### src/itc_params.svh
`ifndef ITC_PARAMS_SVH
`define ITC_PARAMS_SVH

// i/o ports of the three counters and the command port
`define ITC_PORT_CNT0 8'h40
`define ITC_PORT_CMD 8'h43

// command word fields
`define ITC_SEL_HI 7
`define ITC_SEL_LO 6
`define ITC_RW_HI 5
`define ITC_RW_LO 4
`define ITC_RB_NO_COUNT 5
`define ITC_RB_NO_STATUS 4
`define ITC_RB_SEL_BASE 1
`define ITC_CFG_HI 5
`define ITC_CFG_LO 0
`define ITC_MODE_HI 3
`define ITC_MODE_LO 1
`define ITC_SEL_READBACK 2'h3
`define ITC_RW_LATCH 2'h0
`define ITC_RW_LOW 2'h1
`define ITC_RW_HIGH 2'h2
`define ITC_RW_BOTH 2'h3

// counting modes
`define ITC_MODE_TERMINAL 3'h0
`define ITC_MODE_ONESHOT 3'h1
`define ITC_MODE_STROBE_SW 3'h4
`define ITC_MODE_STROBE_HW 3'h5
`define ITC_MODE_LOW_RATE 2'h2
`define ITC_MODE_LOW_SQUARE 2'h3

// counting-element constants
`define ITC_BCD_TOP_DIGIT 4'h9
`define ITC_CE_ONE 16'h0001
`define ITC_CE_TWO 16'h0002

// timing: counting tick period and system clock period, in ns
`define ITC_TICK_NS 838
`define ITC_CLK_NS 25
`define ITC_TICK_DIV (`ITC_TICK_NS / `ITC_CLK_NS)

`endif

### src/itc_pkg.sv
package itc_pkg;

	typedef enum logic {
		ITC_PH_LOW = 1'b0,
		ITC_PH_HIGH = 1'b1
	} itc_phase_t;

	// same bit layout as command word bits 5:0 and status bits 5:0
	typedef struct packed {
		logic [1:0] rw;
		logic [2:0] mode;
		logic bcd;
	} itc_cfg_t;

	typedef struct packed {
		logic rd;
		logic wr;
		logic [7:0] addr;
		logic [7:0] wdata;
	} itc_io_req_t;

	typedef struct packed {
		itc_cfg_t cfg;
		logic [15:0] count_holding_register;
		logic [15:0] ce;
		logic load_pend;
		logic armed;
		logic null_cnt;
		logic out_lvl;
		logic cnt_held;
		logic [15:0] cnt_latch;
		logic sts_held;
		logic [7:0] sts_latch;
		itc_phase_t wr_ph;
		itc_phase_t rd_ph;
	} itc_chan_t;

endpackage

### src/itc_timer.sv
// Notes on behaviour
// - command bits 7:6 pick counter 0, 1, 2; 11 means read-back command.
// - bits 5:4: 00 latch count, 01 low byte, 10 high byte, 11 low then high.
// - bits 3:1 pick one of six counting modes, X10 and X11 ignore bit 3.
// - bit 0 picks 16-bit binary or four-digit BCD countdown.
// - after programming, a new count may be written any time and applies per mode; here it loads on the next tick in every mode.
// - read-back captures count, mode, output level and null flag of chosen counters.
// - read-back bit 5 low latches count; high leaves count alone.
// - read-back bit 4 low latches status; high leaves status alone.
// - read-back bits 3, 2, 1 select counters 2, 1, 0; unselected stay unlatched.
// - with count and status both latched, successive reads return both.
// - latch command snapshots the count at receipt; counting goes on.
// - latch commands to a counter already holding an unread latch are ignored.
// - two-byte latched reads keep their order across accesses to other counters.
// - after a latch command, reads return the latched count, not the live one.
// - counters 0, 1, 2 sit at consecutive ports for count and status access.
// - latched status is returned on the next read, before any latched count.
// - status: bit 7 output level, bit 6 null flag, bits 5:0 echo programming.
`timescale 1ns/1ps
`default_nettype none
`include "itc_params.svh"

module itc_timer #(
	parameter int TICK_DIV = `ITC_TICK_DIV
) (
	input wire logic clk_in,
	input wire logic resetn_in,
	input wire itc_pkg::itc_io_req_t io_req_in,
	output logic [7:0] io_rdata_out,
	output logic io_rvalid_out,
	output logic [2:0] timer_out_out
);

	localparam int NCNT = 3;

	itc_pkg::itc_chan_t chan_q [NCNT];
	itc_pkg::itc_chan_t next_chan [NCNT];
	logic [15:0] div_q;
	logic [15:0] next_div;
	logic tick;
	logic [7:0] rdata_q;
	logic [7:0] next_rdata;
	logic rvalid_q;
	logic next_rvalid;

	// one borrow-chain step; bcd wraps each digit 0 -> 9
	function automatic logic [15:0] dec_count(input logic [15:0] v, input logic bcd);
		logic [15:0] r;
		logic borrow;
		logic [3:0] nib;
		r = v;
		borrow = 1'b1;
		if (!bcd) begin
			r = v - 16'h0001;
		end else begin
			for (int k = 0; k < 4; k++) begin
				nib = v[4*k +: 4];
				if (borrow) begin
					if (nib == 4'h0) begin
						nib = `ITC_BCD_TOP_DIGIT;
					end else begin
						nib = nib - 4'h1;
						borrow = 1'b0;
					end
				end
				r[4*k +: 4] = nib;
			end
		end
		return r;
	endfunction

	function automatic logic [7:0] status_of(input itc_pkg::itc_chan_t c);
		return {c.out_lvl, c.null_cnt, c.cfg};
	endfunction

	always_comb begin
		logic [15:0] nxt;
		logic [15:0] val;
		logic last;
		logic [7:0] d;
		nxt = 16'h0000;
		val = 16'h0000;
		last = 1'b0;
		d = io_req_in.wdata;
		tick = (div_q == 16'(TICK_DIV - 1));
		next_div = tick ? 16'h0000 : div_q + 16'h0001;
		next_rdata = rdata_q;
		next_rvalid = 1'b0;
		for (int i = 0; i < NCNT; i++) begin
			next_chan[i] = chan_q[i];
			// counting element; a pending count is moved in on the next tick
			if (tick) begin
				if (chan_q[i].load_pend) begin
					next_chan[i].ce = chan_q[i].count_holding_register;
					next_chan[i].load_pend = 1'b0;
					next_chan[i].null_cnt = 1'b0;
					next_chan[i].armed = 1'b1;
				end else if (chan_q[i].armed) begin
					nxt = dec_count(chan_q[i].ce, chan_q[i].cfg.bcd);
					if (chan_q[i].cfg.mode[1:0] == `ITC_MODE_LOW_RATE) begin
						if (chan_q[i].ce == `ITC_CE_ONE) begin
							next_chan[i].ce = chan_q[i].count_holding_register;
							next_chan[i].out_lvl = 1'b1;
						end else begin
							next_chan[i].ce = nxt;
							next_chan[i].out_lvl = (chan_q[i].ce != `ITC_CE_TWO);
						end
					end else if (chan_q[i].cfg.mode[1:0] == `ITC_MODE_LOW_SQUARE) begin
						// half period per reload gives a full period of twice the count
						if (chan_q[i].ce == `ITC_CE_ONE) begin
							next_chan[i].ce = chan_q[i].count_holding_register;
							next_chan[i].out_lvl = ~chan_q[i].out_lvl;
						end else begin
							next_chan[i].ce = nxt;
						end
					end else begin
						next_chan[i].ce = nxt;
						if (chan_q[i].cfg.mode == `ITC_MODE_STROBE_SW ||
								chan_q[i].cfg.mode == `ITC_MODE_STROBE_HW) begin
							next_chan[i].out_lvl = (nxt != 16'h0000);
						end else if (nxt == 16'h0000) begin
							next_chan[i].out_lvl = 1'b1;
						end
					end
				end
			end
		end
		// command port
		if (io_req_in.wr && io_req_in.addr == `ITC_PORT_CMD) begin
			if (d[`ITC_SEL_HI:`ITC_SEL_LO] == `ITC_SEL_READBACK) begin
				for (int i = 0; i < NCNT; i++) begin
					if (d[`ITC_RB_SEL_BASE + i]) begin
						if (!d[`ITC_RB_NO_COUNT] && !chan_q[i].cnt_held) begin
							next_chan[i].cnt_held = 1'b1;
							next_chan[i].cnt_latch = chan_q[i].ce;
						end
						if (!d[`ITC_RB_NO_STATUS] && !chan_q[i].sts_held) begin
							next_chan[i].sts_held = 1'b1;
							next_chan[i].sts_latch = status_of(chan_q[i]);
						end
					end
				end
			end else begin
				for (int i = 0; i < NCNT; i++) begin
					if (d[`ITC_SEL_HI:`ITC_SEL_LO] == 2'(i)) begin
						if (d[`ITC_RW_HI:`ITC_RW_LO] == `ITC_RW_LATCH) begin
							// a second latch before the read keeps the first snapshot
							if (!chan_q[i].cnt_held) begin
								next_chan[i].cnt_held = 1'b1;
								next_chan[i].cnt_latch = chan_q[i].ce;
							end
						end else begin
							next_chan[i].cfg = d[`ITC_CFG_HI:`ITC_CFG_LO];
							next_chan[i].null_cnt = 1'b1;
							next_chan[i].load_pend = 1'b0;
							next_chan[i].armed = 1'b0;
							next_chan[i].cnt_held = 1'b0;
							next_chan[i].sts_held = 1'b0;
							next_chan[i].wr_ph = itc_pkg::ITC_PH_LOW;
							next_chan[i].rd_ph = itc_pkg::ITC_PH_LOW;
							next_chan[i].out_lvl = (d[`ITC_MODE_HI:`ITC_MODE_LO] != `ITC_MODE_TERMINAL);
						end
					end
				end
			end
		end
		// counter ports
		for (int i = 0; i < NCNT; i++) begin
			if (io_req_in.addr == `ITC_PORT_CNT0 + 8'(i)) begin
				if (io_req_in.wr) begin
					last = 1'b0;
					case (chan_q[i].cfg.rw)
						`ITC_RW_LOW: begin
							next_chan[i].count_holding_register = {8'h00, d};
							last = 1'b1;
						end
						`ITC_RW_HIGH: begin
							next_chan[i].count_holding_register = {d, 8'h00};
							last = 1'b1;
						end
						`ITC_RW_BOTH: begin
							if (chan_q[i].wr_ph == itc_pkg::ITC_PH_LOW) begin
								next_chan[i].count_holding_register[7:0] = d;
								next_chan[i].wr_ph = itc_pkg::ITC_PH_HIGH;
							end else begin
								next_chan[i].count_holding_register[15:8] = d;
								next_chan[i].wr_ph = itc_pkg::ITC_PH_LOW;
								last = 1'b1;
							end
						end
						default: begin
							last = 1'b0;
						end
					endcase
					if (last) begin
						next_chan[i].load_pend = 1'b1;
						next_chan[i].null_cnt = 1'b1;
						if (chan_q[i].cfg.mode == `ITC_MODE_TERMINAL) begin
							next_chan[i].out_lvl = 1'b0;
						end
					end
				end else if (io_req_in.rd) begin
					next_rvalid = 1'b1;
					last = 1'b0;
					val = chan_q[i].cnt_held ? chan_q[i].cnt_latch : chan_q[i].ce;
					if (chan_q[i].sts_held) begin
						next_rdata = chan_q[i].sts_latch;
						next_chan[i].sts_held = 1'b0;
					end else begin
						case (chan_q[i].cfg.rw)
							`ITC_RW_HIGH: begin
								next_rdata = val[15:8];
								last = 1'b1;
							end
							`ITC_RW_BOTH: begin
								// per-counter byte pointer, untouched by other counters
								if (chan_q[i].rd_ph == itc_pkg::ITC_PH_LOW) begin
									next_rdata = val[7:0];
									next_chan[i].rd_ph = itc_pkg::ITC_PH_HIGH;
								end else begin
									next_rdata = val[15:8];
									next_chan[i].rd_ph = itc_pkg::ITC_PH_LOW;
									last = 1'b1;
								end
							end
							default: begin
								next_rdata = val[7:0];
								last = 1'b1;
							end
						endcase
						if (last) begin
							next_chan[i].cnt_held = 1'b0;
						end
					end
				end
			end
		end
	end

	always_ff @(posedge clk_in) begin
		if (!resetn_in) begin
			for (int i = 0; i < NCNT; i++) begin
				chan_q[i] <= '0;
			end
			div_q <= 16'h0000;
			rdata_q <= 8'h00;
			rvalid_q <= 1'b0;
		end else begin
			for (int i = 0; i < NCNT; i++) begin
				chan_q[i] <= next_chan[i];
			end
			div_q <= next_div;
			rdata_q <= next_rdata;
			rvalid_q <= next_rvalid;
		end
	end

	assign io_rdata_out = rdata_q;
	assign io_rvalid_out = rvalid_q;

	for (genvar g = 0; g < NCNT; g++) begin : g_out
		assign timer_out_out[g] = chan_q[g].out_lvl;
	end

endmodule

`default_nettype wire

### config.mk
export PLATFORM = sky130hd
export DESIGN_NAME = itc_timer
export DESIGN_NICKNAME = d
export VERILOG_FILES = /design/src/itc_pkg.sv /design/src/itc_timer.sv
export VERILOG_INCLUDE_DIRS = /design/src
export SDC_FILE = /design/constraint.sdc
export NUM_CORES = 1
export LEC_CHECK = 0
export ABC_AREA = 1
export BUFFER_PORTS_ARGS = -buffer_cell sky130_fd_sc_hd__buf_2
export CAP_MARGIN = 20
export CELL_PAD_IN_SITES_DETAIL_PLACEMENT = 1
export CELL_PAD_IN_SITES_GLOBAL_PLACEMENT = 1
export CORE_MARGIN = 2
export CORE_UTILIZATION = 49
export DETAILED_ROUTE_END_ITERATION = 8
export GPL_TIMING_DRIVEN = 0
export PLACE_DENSITY = 0.84
export SLEW_MARGIN = 20
export SYNTH_ARGS = -nofsm -noshare
export SYNTH_HDL_FRONTEND = slang
export SYNTH_SLANG_ARGS = --single-unit
### constraint.sdc
create_clock -name clk_in -period 4.5 [get_ports clk_in]
set_clock_uncertainty 0.1 [all_clocks]
set_input_delay 0 -clock clk_in [delete_from_list [all_inputs] [get_ports clk_in]]
set_output_delay 0 -clock clk_in [all_outputs]
set_load 0.05 [all_outputs]
## Yosys cells after proc, flatten, opt, wreduce, memory -nomap -nowiden

Memories as Yosys holds them, arrays and structs flattened.
Cells that the tools add are included.

- Register bits: 25
- Output and inout port bits: 12
- Input port bits: 20
- Memories: 1
- Logic and storage cells: 445
- Bits in writable memories: 210

- Bitwise operators: 7
- $add $sub $neg: 16
- Reductions and logical operators: 46
- Muxes and demuxes: 337
- Equal/unequal tests: 35

Memories:

| name | words | bits a word | read ports | clocked after memory_dff | write ports | RTL line | RTL |
|---|---|---|---|---|---|---|---|
| chan_q | 3 | 70 | 3 | 0 | 3 | itc_timer.sv:36 | `itc_pkg::itc_chan_t chan_q [NCNT];` |

Operators by type and width:

| cell | number |
|---|---|
| $mux W16 | 42 |
| $mux W70 | 3 |
| $mux W8 | 26 |
| $mux W1 | 179 |
| $pmux W16 S3 | 3 |
| $mux W4 | 27 |
| $mux W26 | 3 |
| $mux W38 | 2 |
| $mux W22 | 3 |
| $mux W20 | 3 |
| $mux W18 | 3 |
| $mux W17 | 3 |
| $eq A16 B1 Y1 const B | 3 |
| $logic_not A16 Y1 | 3 |
| $logic_not A4 Y1 | 12 |
| $mux W6 | 8 |
| $ne A16 B2 Y1 const B | 3 |
| $pmux W8 S2 | 3 |
| $reduce_bool A16 Y1 | 3 |
| $sub A16 B1 Y16 const B | 3 |
| $sub A4 B1 Y4 const B | 12 |
| $mux W2 | 19 |
| $eq A8 B7 Y1 const B | 4 |
| $mux W32 | 1 |
| 17 further kinds | 70 |

## Depth between registers and ports, before layout

An unclocked memory read counts as a cell.

- Word-level depth: 40
- Mapped depth: 18

## Worst setup path before layout

Ideal clock, no wire load.

- Kind: reg2reg
- Start point: memory chan_q[0][32] (netlist name)
- End point: memory chan_q[0][28] (netlist name)
- Required time: 4.269 ns
- Buffers on the path: 1
- Slack: 2.449 ns
- Period minus slack after synthesis: 2.051 ns
- Arrival: 1.819 ns
- Stages on the path, launching flop included: 17
- Cell sequence: dfxtp_1 inv_1 ha_1 nand2_2 nor2_4 buf_6 nor2_2 nor2_2 nand3_1 nor2_1 nand3_1 nor2_1 nand3_1 nand3_1 nand2_1 nand2_1 a21oi_2

RTL lines:

| item | RTL line |
|---|---|
| start, declared | itc_timer.sv:36 |

==> flow_metrics.tcl <==
set metrics [dict create \
    status "finished, final reports clean" \
    fin_crit_sh_pct 72.2 \
    die-area_um2 29100 \
    synth_seq_cells 235 \
    hold_viol 0 \
    grt_max_degree 14 \
    drtIter0Drc 1225 \
    fmax_mhz 308 \
    synth_ff_type "dfxtp_1" \
    start_kind "input port" \
    end_kind "flip-flop" \
    netlist_area_um2 13600 \
    die_w_um 171 \
    layout.cells.non_filler 2495 \
    crit_required_ns 4.84 \
    insertedDiodeCount 0 \
    synthesis.nets 2067 \
    synthCells 2025 \
    port_buffers 30 \
    ys_warn_count 0 \
    vias_per_cell 6.11 \
    yosys-top-cells-area "dfxtp_1, nand2_1, a21oi_1, nor2_1, inv_1" \
    yosysUniqueCellTypes 53 \
    setup_viol 0 \
    place_hpwl_um 40900 \
    path_max_fanout 3 \
    holdPathStages 7 \
    cts-htree-levels 1 \
    final.setup.tns_ns 0 \
    slowest_stage "dlygate4sd3_1" \
    final_net_count 2144 \
    max_stage_delay_ns 0.60 \
    yosys.cell_count.top_type "nand2_1" \
    power_density_nw_per_um2 286 \
    area_growth_pct 11.7 \
    fin_crit_ns 3.25 \
    numCtsBuffers 27 \
    cts_root_buf "clkbuf_16" \
    crit_arrival_ns 3.59 \
    first_global_vias 15100 \
    avgRoutedWirePerCell_um 22.2 \
    routabilityCongestion 0.946 \
    routed_wl_um 55300 \
    tightest_slew_ns 1.03 \
    synth_commonest_cells "nand2_1, dfxtp_1, nor2_1" \
    synth_area_leader_cell "dfxtp_1" \
    reg2regPathDepth 11 \
    design.core.area_um2 27600 \
    drv_slew 0 \
    postPlaceCellArea_um2 14200 \
    p_leak_uw 0.00620 \
    vdd_ir_drop_max_uv 261 \
    initial_utilization_pct 49.4 \
    fin_area_um2 15200 \
    clk_pin_slew_ns 0.07 \
    yosysSeqAreaShare_pct 34.6 \
    die_h_um 171 \
    min_path_type "input port to flip-flop" \
    antenna_found_initial 0 \
    dpl.cell_count 2433 \
    ys_async_sr_fraction_pct 0 \
    rows 61 \
    synth_top_area_share_pct 34.6 \
    route.detailed.drc 0 \
    insertion_delay_ns 0.56 \
    synth_edf_count 0 \
    io_pins 32 \
    cts_max_path_buffers 3 \
    path_class "input port to flip-flop" \
    syn_avg_cell_area_um2 6.72 \
    vias 15200 \
    cp_cell_sequence "dlygate4sd3_1, buf_2, nor2_1, dlygate4sd3_1, inv_1, nor4_2, dlygate4sd3_1, inv_1, nor2_1, inv_1, nor2_1, o21ai_0, o221ai_1, a21oi_2" \
    cts.sinks 235 \
    cts_tree "done" \
    antenna_left 0 \
    rsz0062_at_grt "false" \
    max-cap-violations 0 \
    holdWs_ns 0.0763 \
    max-slew-margin-rel_pct 31.1 \
    first_pass_iters 6 \
    grt_first_pass_wirelength_um 85100 \
    grt_use_total_pct 37.6 \
    drive_gt1_share_pct 7.98 \
    overflow 0 \
]
[through the flow]
| stage | util, % | power (uW) | setup WS, ns |
|---|---|---|---|
| floorplan | - | 2210 | 2.45 |
| global placement | 51.7 | 2280 | 1.79 |
| detailed placement | 51.7 | 2280 | 1.70 |
| CTS | 55.2 | 4320 | 1.48 |
| global route | 55.2 | 4420 | 1.16 |
| finish | 55.2 | 4340 | 1.25 |
[report_power, final]
group	leakage [uW]	internal (uW)	total (uW)	switching, uW
registers	0.00189	2080	2080	1.85
logic	0.00392	35.3	172	136
clock network	0.000389	1160	2090	925
total	0.00620	3280	4340	1060
[final timing paths]
kind | startpoint | to | slack (ns)
max | io_req_in[10] | chan_q[0][98] | 1.25
min reg2reg | div_q[0] | div_q[0] | 0.35
max reg2reg | div_q[0] | chan_q[0][109] | 1.55
min | io_req_in[15] | chan_q[0][1] | 0.08
[cells in the final DEF, fill, tap and decap left out, drive strengths merged, types with 13 or more instances in the layout]
cell type    count
o22ai           19
a211oi          43
nand4           27
buf             70
nor3            46
o21ai          163
a21oi          204
dfxtp          235
nand2          384
o31ai           34
ha              22
dlygate4sd3     18
inv            227
nor2           244
clkbuf          94
nand3          147
o32ai           18
o211ai          34
a221oi          13
[routing by layer]
metal | wire, um | track usage, %
met1 | 23500 | 47.7
met2 | 25500 | 62.3
met3 | 3320 | 5.57
met4 | 2990 | 19.2
met5 | 0 | 0
[timing repair]
action,4_1_cts,5_1_grt
buffers inserted,0,0
hold buffers,18,0
gates resized for setup,0,0
hold endpoints to repair,42,0
[cell families (layout without fill, tap and decap cells)]
logic type | after synthesis | after routing | synth area share [%]
AOI/OAI and AO/OA | 568 | 568 | 25.0
xor gates and xnor gates | 10 | 10 | 0.643
adders and majority gates | 22 | 22 | 2.02
buffers and inverters | 322 | 414 | 9.43
DFF | 235 | 235 | 34.6
and+or+nand+nor | 868 | 868 | 28.4
[layout make-up]
type	count	area (um2)
Clock buffer	40	764
Clock inverter	4	27.5
Timing Repair Buffer	48	330
Tap cell	378	473
Inverter	228	856
Multi-Input combinational cell	1468	7630
Fill cell	3671	12300
Buffer	94	428
Sequential cell	235	4700
[worst max-delay path: cells and delay by family]
kind	cells	cell delay, ns
buf+inv	7	2.10
compound gates	3	0.59
simple gates	4	0.90
[registers in the layout, indices dropped and copies added (netlist names)]
signal and count:
io_rvalid_out 1, io_rdata_out 8, div_q 16, chan_q 210
Note: power is estimated with default switching activity, not from simulation.
